===== src/hw/clkgen_cfg.svh =====
// Address map, field positions, reset values and timing of the clock gating block
`ifndef CLKGEN_CFG_SVH
`define CLKGEN_CFG_SVH

`define AV_ADDR_W      4
`define AV_DATA_W      32
`define REG_ENABLE     4'h0
`define REG_MODE       4'h4
`define REG_POWER      4'h8
`define REG_STATUS     4'hC
`define NUM_OUT        4
`define ENABLE_RST     4'hF
`define MODE_RST       1'b0
`define POWER_RST      1'b0
`define MODE_PROG_BIT  0
`define POWER_DOWN_BIT 0
`define ST_RUN_LSB     0
`define ST_STABLE_BIT  4
`define ST_SPREAD_BIT  5
`define ST_PROG_BIT    6
`define REF_PERIOD_NS  10.0
`define STABLE_TIME_MS 1.8
`define NS_PER_MS      1.0e6
`define HALF_CYC       2
`define SPREAD_PCT     0.5
`define PCT_FULL       100.0

`endif


===== src/hw/clkgen_pkg.sv =====
// Shared types of the clock gating block
package clkgen_pkg;

  typedef enum logic [0:0] {BUS_IDLE, BUS_ACK} busState_e;

  typedef logic [1:0] syncPair_t;

endpackage


===== src/hw/clk_gate_lane.sv =====
// One output lane: resynchronised gate and glitch-free output drive
`timescale 1ns/1ps
`include "clkgen_cfg.svh"
module clk_gate_lane
  import clkgen_pkg::*;
(
  input  wire logic ref_clk,  // Reference clock
  input  wire logic nrst,     // Synchronous reset, active low
  input  wire logic ce,       // Clock enable, freezes state when low
  input  wire logic tick,     // Last ref cycle of the low phase
  input  wire logic phaseNxt, // Next level of the master phase
  input  wire logic gateReq,  // Combined enable request
  output logic      outP,     // True output
  output logic      outN,     // Complement output
  output logic      running   // Lane is toggling
);

  syncPair_t  sync_r;
  logic       run_r;
  logic       outP_r;
  logic       outN_r;
  logic       runNxt;
  logic [2:0] waitTicks_r;

  // Run state changes only on a low-phase boundary
  assign runNxt = tick ? sync_r[1] : run_r;

  // Two-stage resync of the gate, stepped at low-phase boundaries
  always_ff @(posedge ref_clk)
  begin
    if (!nrst)
    begin
      sync_r <= 2'h0;
    end
    else if (ce && tick)
    begin
      sync_r <= {sync_r[0], gateReq};
    end
  end

  // Run flag follows the second stage only
  always_ff @(posedge ref_clk)
  begin
    if (!nrst)
    begin
      run_r <= 1'b0;
    end
    else if (ce)
    begin
      run_r <= runNxt;
    end
  end

  // Output flops: whole periods only, held low while stopped
  always_ff @(posedge ref_clk)
  begin
    if (!nrst)
    begin
      outP_r <= 1'b0;
      outN_r <= 1'b1;
    end
    else if (ce)
    begin
      outP_r <= phaseNxt & runNxt;
      outN_r <= ~(phaseNxt & runNxt);
    end
  end

  assign outP    = outP_r;
  assign outN    = outN_r;
  assign running = run_r;

  // Helper: boundaries seen while a request waits
  always_ff @(posedge ref_clk)
  begin
    if (!nrst)
    begin
      waitTicks_r <= 3'h0;
    end
    else if (ce)
    begin
      if (!gateReq || run_r)
      begin
        waitTicks_r <= 3'h0;
      end
      else if (tick)
      begin
        waitTicks_r <= waitTicks_r + 3'h1;
      end
    end
  end

  // ****************************************
  // Checks
  // ****************************************
  run_boundary_a: assert property (@(posedge ref_clk) disable iff (!nrst)
    $changed(run_r) |-> $past(tick))
    else $error("run state changed off a boundary");

  stopped_low_a: assert property (@(posedge ref_clk) disable iff (!nrst)
    !run_r |-> !outP_r && outN_r)
    else $error("stopped output not low");

  gate_off_a: assert property (@(posedge ref_clk) disable iff (!nrst)
    (ce && tick && !sync_r[1]) |=> !run_r ##1 !outP_r)
    else $error("output kept running after gate drop");

  start_latency_a: assert property (@(posedge ref_clk) disable iff (!nrst)
    waitTicks_r <= 3'h3)
    else $error("output start later than three boundaries");

endmodule


===== src/hw/clock_output_gating_spread_ctl.sv =====
// Top of the four-output clock gating and spread control block
//
// Behaviour
// - Output runs only with pin and bit high
// - Either pin low or bit clear stops
// - Gating synchronous per output, others keep running
// - Restart emits only full-width periods
// - Start latency two to six output cycles
// - Stop at cycle boundary, held low
// - Spread pin high gives 0.5% down-spread
// - Registers take defaults at reset
// - Works from defaults and pins alone
// - Power setting writable only in program mode
// - Outputs stable within 1.8 ms
// - Serial target address fixed, outside here
`timescale 1ns/1ps
`include "clkgen_cfg.svh"
module clock_output_gating_spread_ctl
  import clkgen_pkg::*;
#(
  parameter int NOUT       = `NUM_OUT,   // Number of outputs
  parameter int HALF_CYC   = `HALF_CYC,  // Ref cycles per half period
  parameter int STABLE_CYC = $rtoi(`STABLE_TIME_MS * `NS_PER_MS / `REF_PERIOD_NS), // Stabilisation
  parameter int SPREAD_DIV = $rtoi(`PCT_FULL / `SPREAD_PCT) // Ref cycles per stretch
)
(
  input  wire logic                    ref_clk,             // Reference clock, 100 MHz
  input  wire logic                    nrst,                // Synchronous reset, active low
  input  wire logic                    ce,                  // Clock enable
  input  wire logic [NOUT-1:0]         gatePin,             // Per-output enable pins
  input  wire logic                    spread_select_pin,   // Spread request pin
  input  wire logic [`AV_ADDR_W-1:0]   address,             // Avalon byte address
  input  wire logic                    read,                // Avalon read
  input  wire logic                    write,               // Avalon write
  input  wire logic [`AV_DATA_W-1:0]   writedata,           // Avalon write data
  output logic      [`AV_DATA_W-1:0]   readdata,            // Avalon read data
  output logic                         waitrequest,         // Avalon wait
  output logic      [NOUT-1:0]         paired_clock_out_p,  // True clock outputs
  output logic      [NOUT-1:0]         paired_clock_out_n,  // Complement clock outputs
  output logic                         clkStable            // Stabilisation time passed
);

  localparam int SCW = $clog2(STABLE_CYC + 1);
  localparam int HCW = $clog2(HALF_CYC + 1);
  localparam int SPW = $clog2(SPREAD_DIV + 1);
  localparam logic [SCW-1:0] STABLE_LAST = SCW'(STABLE_CYC - 1);
  localparam logic [HCW-1:0] HALF_LAST   = HCW'(HALF_CYC - 1);
  localparam logic [SPW-1:0] SPREAD_LAST = SPW'(SPREAD_DIV - 1);

  // ****************************************
  // Register bus slave
  // ****************************************
  busState_e                busState_r;
  logic [`AV_DATA_W-1:0]    readdata_r;
  logic                     waitrequest_r;
  logic [NOUT-1:0]          enable_r;
  logic                     progMode_r;
  logic                     powerDown_r;
  logic                     wrAccept;
  logic [`AV_DATA_W-1:0]    readMux;
  logic [NOUT-1:0]          running;
  logic                     clkStable_r;
  logic                     spreadOn_r;

  // Write takes effect on the edge that ends the wait-free cycle
  assign wrAccept = ce && (busState_r == BUS_ACK) && write;

  // Request taken in idle, answered one cycle later
  always_ff @(posedge ref_clk)
  begin
    if (!nrst)
    begin
      busState_r    <= BUS_IDLE;
      waitrequest_r <= 1'b1;
    end
    else if (ce)
    begin
      case (busState_r)
        BUS_IDLE:
        begin
          if (read || write)
          begin
            busState_r    <= BUS_ACK;
            waitrequest_r <= 1'b0;
          end
        end
        BUS_ACK:
        begin
          busState_r    <= BUS_IDLE;
          waitrequest_r <= 1'b1;
        end
        default:
        begin
          busState_r    <= BUS_IDLE;
          waitrequest_r <= 1'b1;
        end
      endcase
    end
  end

  // Read decode; unmapped offsets read as zero
  always_comb
  begin
    readMux = '0;
    if (address == `REG_ENABLE)
    begin
      readMux[NOUT-1:0] = enable_r;
    end
    else if (address == `REG_MODE)
    begin
      readMux[`MODE_PROG_BIT] = progMode_r;
    end
    else if (address == `REG_POWER)
    begin
      readMux[`POWER_DOWN_BIT] = powerDown_r;
    end
    else if (address == `REG_STATUS)
    begin
      readMux[`ST_RUN_LSB +: NOUT] = running;
      readMux[`ST_STABLE_BIT]      = clkStable_r;
      readMux[`ST_SPREAD_BIT]      = spreadOn_r;
      readMux[`ST_PROG_BIT]        = progMode_r;
    end
    else
    begin
      readMux = '0;
    end
  end

  // Read data captured as the request is taken
  always_ff @(posedge ref_clk)
  begin
    if (!nrst)
    begin
      readdata_r <= '0;
    end
    else if (ce && busState_r == BUS_IDLE && read)
    begin
      readdata_r <= readMux;
    end
  end

  // Per-output enable bits, all set after reset
  always_ff @(posedge ref_clk)
  begin
    if (!nrst)
    begin
      enable_r <= NOUT'(`ENABLE_RST);
    end
    else if (wrAccept && address == `REG_ENABLE)
    begin
      enable_r <= writedata[NOUT-1:0];
    end
  end

  // Program mode flag
  always_ff @(posedge ref_clk)
  begin
    if (!nrst)
    begin
      progMode_r <= `MODE_RST;
    end
    else if (wrAccept && address == `REG_MODE)
    begin
      progMode_r <= writedata[`MODE_PROG_BIT];
    end
  end

  // Power-down setting, locked outside program mode
  always_ff @(posedge ref_clk)
  begin
    if (!nrst)
    begin
      powerDown_r <= `POWER_RST;
    end
    else if (wrAccept && address == `REG_POWER && progMode_r)
    begin
      powerDown_r <= writedata[`POWER_DOWN_BIT];
    end
  end

  assign readdata    = readdata_r;
  assign waitrequest = waitrequest_r;

  // ****************************************
  // Stabilisation timer
  // ****************************************
  logic [SCW-1:0] stableCnt_r;

  // Outputs held off until the settle time has run out
  always_ff @(posedge ref_clk)
  begin
    if (!nrst)
    begin
      stableCnt_r <= '0;
      clkStable_r <= 1'b0;
    end
    else if (ce && !clkStable_r)
    begin
      stableCnt_r <= stableCnt_r + SCW'(1);
      if (stableCnt_r == STABLE_LAST)
      begin
        clkStable_r <= 1'b1;
      end
    end
  end

  assign clkStable = clkStable_r;

  // ****************************************
  // Master phase and down-spread
  // ****************************************
  logic [SPW-1:0] spreadCnt_r;
  logic           stretch_r;
  logic [HCW-1:0] halfCnt_r;
  logic           phase_r;
  logic           halfDone;
  logic           tick;
  logic           phaseNxt;

  // Half period ends at its last count unless a stretch is pending
  assign halfDone = (halfCnt_r == HALF_LAST) && !stretch_r;
  assign tick     = halfDone && !phase_r;
  assign phaseNxt = halfDone ? ~phase_r : phase_r;

  // Spread pin sampled each cycle
  always_ff @(posedge ref_clk)
  begin
    if (!nrst)
    begin
      spreadOn_r <= 1'b0;
    end
    else if (ce)
    begin
      spreadOn_r <= spread_select_pin;
    end
  end

  // One stretch cycle per spread interval lowers all outputs together
  always_ff @(posedge ref_clk)
  begin
    if (!nrst)
    begin
      spreadCnt_r <= '0;
      stretch_r   <= 1'b0;
    end
    else if (ce)
    begin
      spreadCnt_r <= (spreadCnt_r == SPREAD_LAST) ? '0 : spreadCnt_r + SPW'(1);
      if (spreadOn_r && spreadCnt_r == SPREAD_LAST)
      begin
        stretch_r <= 1'b1;
      end
      else if (halfCnt_r == HALF_LAST)
      begin
        stretch_r <= 1'b0;
      end
    end
  end

  // Common phase; synthesis never stops for gating
  always_ff @(posedge ref_clk)
  begin
    if (!nrst)
    begin
      halfCnt_r <= '0;
      phase_r   <= 1'b0;
    end
    else if (ce)
    begin
      if (halfDone)
      begin
        halfCnt_r <= '0;
        phase_r   <= ~phase_r;
      end
      else if (halfCnt_r != HALF_LAST)
      begin
        halfCnt_r <= halfCnt_r + HCW'(1);
      end
    end
  end

  // ****************************************
  // Output lanes
  // ****************************************
  logic [NOUT-1:0] gateReq;

  // Pin and bit both needed; either alone stops the output
  assign gateReq = gatePin & enable_r & {NOUT{clkStable_r && !powerDown_r}};

  genvar gi;
  generate
    for (gi = 0; gi < NOUT; gi++)
    begin : lane
      clk_gate_lane i_clk_gate_lane
      (
        .ref_clk  (ref_clk),
        .nrst     (nrst),
        .ce       (ce),
        .tick     (tick),
        .phaseNxt (phaseNxt),
        .gateReq  (gateReq[gi]),
        .outP     (paired_clock_out_p[gi]),
        .outN     (paired_clock_out_n[gi]),
        .running  (running[gi])
      );
    end
  endgenerate

  // ****************************************
  // Checks
  // ****************************************
  reset_defaults_a: assert property (@(posedge ref_clk)
    !$past(nrst) && nrst |-> enable_r == NOUT'(`ENABLE_RST) && !progMode_r && !powerDown_r)
    else $error("registers not at defaults after reset");

  pm_lock_a: assert property (@(posedge ref_clk) disable iff (!nrst)
    (wrAccept && address == `REG_POWER && !progMode_r) |=> $stable(powerDown_r))
    else $error("power setting changed outside program mode");

  stable_time_a: assert property (@(posedge ref_clk) disable iff (!nrst)
    $rose(clkStable_r) |-> $past(stableCnt_r) == STABLE_LAST)
    else $error("stable flag at wrong count");

  no_early_run_a: assert property (@(posedge ref_clk) disable iff (!nrst)
    !clkStable_r |-> running == '0 && paired_clock_out_p == '0)
    else $error("output ran before stabilisation");

  spread_cause_a: assert property (@(posedge ref_clk) disable iff (!nrst)
    $rose(stretch_r) |-> $past(spreadOn_r) && $past(spreadCnt_r) == SPREAD_LAST)
    else $error("stretch without spread request");

  bus_answer_a: assert property (@(posedge ref_clk) disable iff (!nrst)
    (ce && busState_r == BUS_IDLE && (read || write)) |=> !waitrequest_r ##1 waitrequest_r)
    else $error("bus answer not one cycle wide");

  pair_inverse_a: assert property (@(posedge ref_clk) disable iff (!nrst)
    paired_clock_out_n == ~paired_clock_out_p)
    else $error("complement output not inverse of true output");

endmodule


===== config.mk =====
export PLATFORM = sky130hd
export DESIGN_NAME = clock_output_gating_spread_ctl
export DESIGN_NICKNAME = d
export VERILOG_FILES = /design/src/hw/clkgen_pkg.sv /design/src/hw/clk_gate_lane.sv /design/src/hw/clock_output_gating_spread_ctl.sv
export VERILOG_INCLUDE_DIRS = /design/src /design/src/hw
export SDC_FILE = /design/constraint.sdc
export NUM_CORES = 1
export LEC_CHECK = 0
export BUFFER_PORTS_ARGS = -buffer_cell sky130_fd_sc_hd__buf_2
export CORE_AREA = 2 2 131 82
export CTS_CLUSTER_DIAMETER = 40
export DETAILED_ROUTE_END_ITERATION = 8
export DIE_AREA = 0 0 133 84
export PLACE_DENSITY_LB_ADDON = 0.08
export SLEW_MARGIN = 20
export SYNTH_ARGS = -nofsm -noshare
export SYNTH_HDL_FRONTEND = slang
export SYNTH_SLANG_ARGS = --single-unit
export TNS_END_PERCENT = 1

===== constraint.sdc =====
create_clock -name ref_clk -period 1.6 [get_ports ref_clk]
set_input_delay 0.32 -clock ref_clk [delete_from_list [all_inputs] [get_ports ref_clk]]
set_output_delay 0.32 -clock ref_clk [all_outputs]
set_load 0.05 [all_outputs]

==> impl_metrics.ini <==
[die]
num_io_pins = 88
rows = 29
die_h_um = 84
overall_die_area_um2 = 11200
die_width_um = 133
core_um2 = 10100
starting_density_pct = 29.8

[min_path]
timing.hold.worst.start = writedata[2]
hold_path.class = in -> reg

[clock_tree]
clock_path_buffers = 2
clock-sinks = 67
cts_htree_levels = 3
tritoncts.num_buffers = 9
tritoncts = yes
clk_pin_slew_ns = 0.05
clk-insertion-delay-late_ns = 0.34
clockRootBuffer = sky130_fd_sc_hd__clkbuf_16

[critical_path]
r2r_start = stableCnt_r[1]$_SDFFE_PN0P_
timing.critical_path.cells = ha_4 -> nand3b_1 -> or3_4 -> or4_1 -> a21oi_1
setup.worst_path.start = stableCnt_r[1]$_SDFFE_PN0P_
critical_path.max_stage_delay_ns = 0.42
crit_fanout = 5
type_of_the_worst_setup_path = reg -> reg
worst_setup_path_start_kind = register
required_ns = 1.86
cp-end-kind = register
critPathSlowestCell = sky130_fd_sc_hd__or3_4
critPathArrivalTime_ns = 1.86

[grt]
total_global_routing_overflow = 0
grt_first_pass_wirelength_um = 11400
first_global_vias = 2206
grt.total_usage_pct = 13.4
grt_start_max_net_pins = 23
grt_antenna_before_repair = 0

[layout]
design.final.nets = 448
multiInputGateArea_um2 = 1520
area_growth_pct = 24.9
sequential_cell_area_um2 = 1350
antenna-diode-count = 0
postLayoutCoreUtil_pct = 37.3
layout-drive-gt1-share_pct = 24.5
fillerInstances = 1060

[synthesis]
post_synth_main_area_contributors = sky130_fd_sc_hd__dfxtp_1 (44%), sky130_fd_sc_hd__buf_4 (8.2%), sky130_fd_sc_hd__nor2_1 (6.3%), sky130_fd_sc_hd__mux2i_1 (5.6%), sky130_fd_sc_hd__nand2_1 (4.6%)
synth_ff_type = sky130_fd_sc_hd__dfxtp_1
edff_count_synth = 0
synth_seq_area_share_pct = 44.4
yosysWarningCount = 0
syn-mean-instance-area_um2 = 8.75
ys_async_sr_fraction_pct = 0
syn-cell-area_um2 = 3020
synth_seq_cells = 67
synth.largest_area_cell = sky130_fd_sc_hd__dfxtp_1
cell_variety_after_synth = 43
synth.top_cell.area_share_pct = 44.4
post_synth_inst_count = 345

[route]
route.detailed.drc = 0
routed_wl_um = 6950
via_per_inst = 4.42
route.antenna.remaining_nets = 0
routed_wire_length_per_instance_um = 12.8
vias = 2398
firstDrtPassIters = 4
detailedRoute.firstIterationViolations = 137

[power_and_ir_drop]
p_sw_mw = 1.00
total_leakage_power_nw = 1.53
design_power_total_mw = 4.03
power.internal_mw = 3.03
p_per_area_nw_per_um2 = 1070
sw_frac_of_total_pct = 24.8
pwr-share-clk_pct = 48.6
vdd_ir_drop_max_mv = 0.564
seq_power_share_pct = 42.3
combinational_share_of_power_pct = 9.0

[timing]
maxSlewViolCount = 0
setup_viol = 0
clock.fmax_mhz = 626
fin_skew_ns = 0.00708
finalSetupTns_ns = 0
finalCritPeriodShare_pct = 99.8
final_hold_viol_count = 0
min_period_ns = 1.60
rsz0062_at_grt = yes
post-route-worst-setup-slack_ns = 0.00371

[placed_design]
post-place-ws_ns = -0.0277
hpwlAfterDp_um = 5060
gp_routability_congestion = 0.724
io_buffer_count = 34

[job]
drv_cap = 0

[outcome]
run_status = completed
worst max-delay path: cells and delay by family (launching register included):
| family | cells | cell delay (ns) |
|---|---|---|
| AND/OR/NAND/NOR | 3 | 0.92 |
| AO/OA/AOI/OAI | 1 | 0.13 |
| flip-flops | 1 | 0.35 |
| adder cells (fa/ha/maj) | 1 | 0.13 |
synthesized netlist by cell type, types with 2 or more instances:
| master | instances |
|---|---|
| sky130_fd_sc_hd__nor3_1 | 6 |
| sky130_fd_sc_hd__nor2_1 | 51 |
| sky130_fd_sc_hd__a32oi_1 | 4 |
| sky130_fd_sc_hd__nand4b_1 | 2 |
| sky130_fd_sc_hd__a22o_1 | 3 |
| sky130_fd_sc_hd__and3_1 | 4 |
| sky130_fd_sc_hd__clkbuf_1 | 9 |
| sky130_fd_sc_hd__nor3b_1 | 2 |
| sky130_fd_sc_hd__nand4_1 | 7 |
| sky130_fd_sc_hd__buf_4 | 33 |
| sky130_fd_sc_hd__nand2b_1 | 6 |
| sky130_fd_sc_hd__nand3b_1 | 3 |
| sky130_fd_sc_hd__nor4_1 | 5 |
| sky130_fd_sc_hd__nor2b_1 | 2 |
| sky130_fd_sc_hd__buf_2 | 2 |
| sky130_fd_sc_hd__and2_1 | 2 |
| sky130_fd_sc_hd__a21oi_1 | 19 |
| sky130_fd_sc_hd__or3_2 | 2 |
| sky130_fd_sc_hd__xor2_1 | 6 |
| sky130_fd_sc_hd__mux2i_1 | 17 |
| sky130_fd_sc_hd__o21ai_0 | 8 |
| sky130_fd_sc_hd__dfxtp_1 | 67 |
| sky130_fd_sc_hd__ha_1 | 3 |
| sky130_fd_sc_hd__a22oi_1 | 7 |
| sky130_fd_sc_hd__inv_1 | 5 |
| sky130_fd_sc_hd__nand3_1 | 7 |
| sky130_fd_sc_hd__xnor2_1 | 11 |
| sky130_fd_sc_hd__nand2_1 | 37 |
cells in the final DEF (no fill, tap or decap), types with 7 or more instances in the layout:
cell type / n
sky130_fd_sc_hd__a21oi_1: 18
sky130_fd_sc_hd__buf_4: 28
sky130_fd_sc_hd__clkbuf_16: 9
sky130_fd_sc_hd__nor2_1: 51
sky130_fd_sc_hd__a22oi_1: 7
sky130_fd_sc_hd__dfxtp_1: 64
sky130_fd_sc_hd__buf_2: 34
sky130_fd_sc_hd__nand4_1: 7
sky130_fd_sc_hd__o21ai_0: 8
sky130_fd_sc_hd__xnor2_1: 11
sky130_fd_sc_hd__mux2i_1: 15
sky130_fd_sc_hd__nand2_1: 37
sky130_fd_sc_hd__conb_1: 25
state kept, by name, indices dropped and copies added, names as in the netlist:
name / count
lane.i_clk_gate_lane.sync_r: 8
readdata: 7
enable_r: 4
stretch_r: 1
halfCnt_r: 2
lane.i_clk_gate_lane.outN: 4
progMode_r: 1
spreadCnt_r: 8
lane.i_clk_gate_lane.outP: 4
stableCnt_r: 18
waitrequest: 1
busState_r: 1
powerDown_r: 1
spreadOn_r: 1
phase_r: 1
lane.i_clk_gate_lane.running: 4
clkStable: 1
layout make-up:
class | instances | area share (%)
repair buffers | 64 | 10.9
clock inverters | 5 | 1.36
inverters | 6 | 0.597
flip-flops and latches | 67 | 35.7
clock buffers | 11 | 6.43
multi-input cells | 251 | 40.4
well taps | 139 | 4.61
timing repair:
item	4_1_cts	5_1_grt
buffers inserted	1	1
setup endpoints to repair	2	15
hold buffers	0	0
pin swaps	1	1
gates resized for setup	1	11
through the flow:
step | instances | hold slack (ns) | area [um2]
6_report | 543 | 0.203 | 3770
5_1_grt | 543 | 0.212 | 3770
4_1_cts | 542 | 0.190 | 3710
3_5_place_dp | 525 | 0.451 | 3400
3_3_place_gp | 525 | 0.448 | 3400
2_1_floorplan | 369 | 0.428 | 3130
power by group through the flow:
stage,clock network [mW],registers (mW),logic (mW)
4_1_cts,2.02,1.71,0.357
2_1_floorplan,0,1.75,0.291
3_5_place_dp,0,1.74,0.355
6_report,1.96,1.71,0.364
5_1_grt,2.10,1.71,0.394
3_3_place_gp,0,1.74,0.355
kinds of logic after synthesis:
logic type               Yosys count  share of synthesized area, %
AO/OA/AOI/OAI                     45                          9.28
XOR/XNOR                          17                          4.93
adder cells (fa/ha/maj)            3                          1.24
buffers and inverters             51                          10.5
flip-flops                        67                          44.4
multiplexers                      18                          6.38
other                              1                         0.124
AND/OR/NAND/NOR                  143                          23.1
path summary, 6_finish.rpt:
kind | cells past startpoint | slack (ns) | end
max | 5 | 0.004 | stableCnt_r[16]$_SDFFE_PN0P_
min | 3 | 0.20 | enable_r[2]$_SDFFE_PN1P_
max reg2reg | 5 | 0.004 | stableCnt_r[16]$_SDFFE_PN0P_
min reg2reg | 2 | 0.46 | lane[0].i_clk_gate_lane.sync_r[1]$_SDFFE_PN0P_
layer usage:
layer / up-vias / track usage, % / part of all wire [%]
met5: - / 0 / 0
met4: 0 / 4.69 / 0.98
met3: 5 / 5.40 / 6.3
met2: 64 / 16.4 / 35
met1: 1098 / 20.1 / 57
li1: 1231 / - / -
No activity file was read; power rests on OpenSTA's default activity.
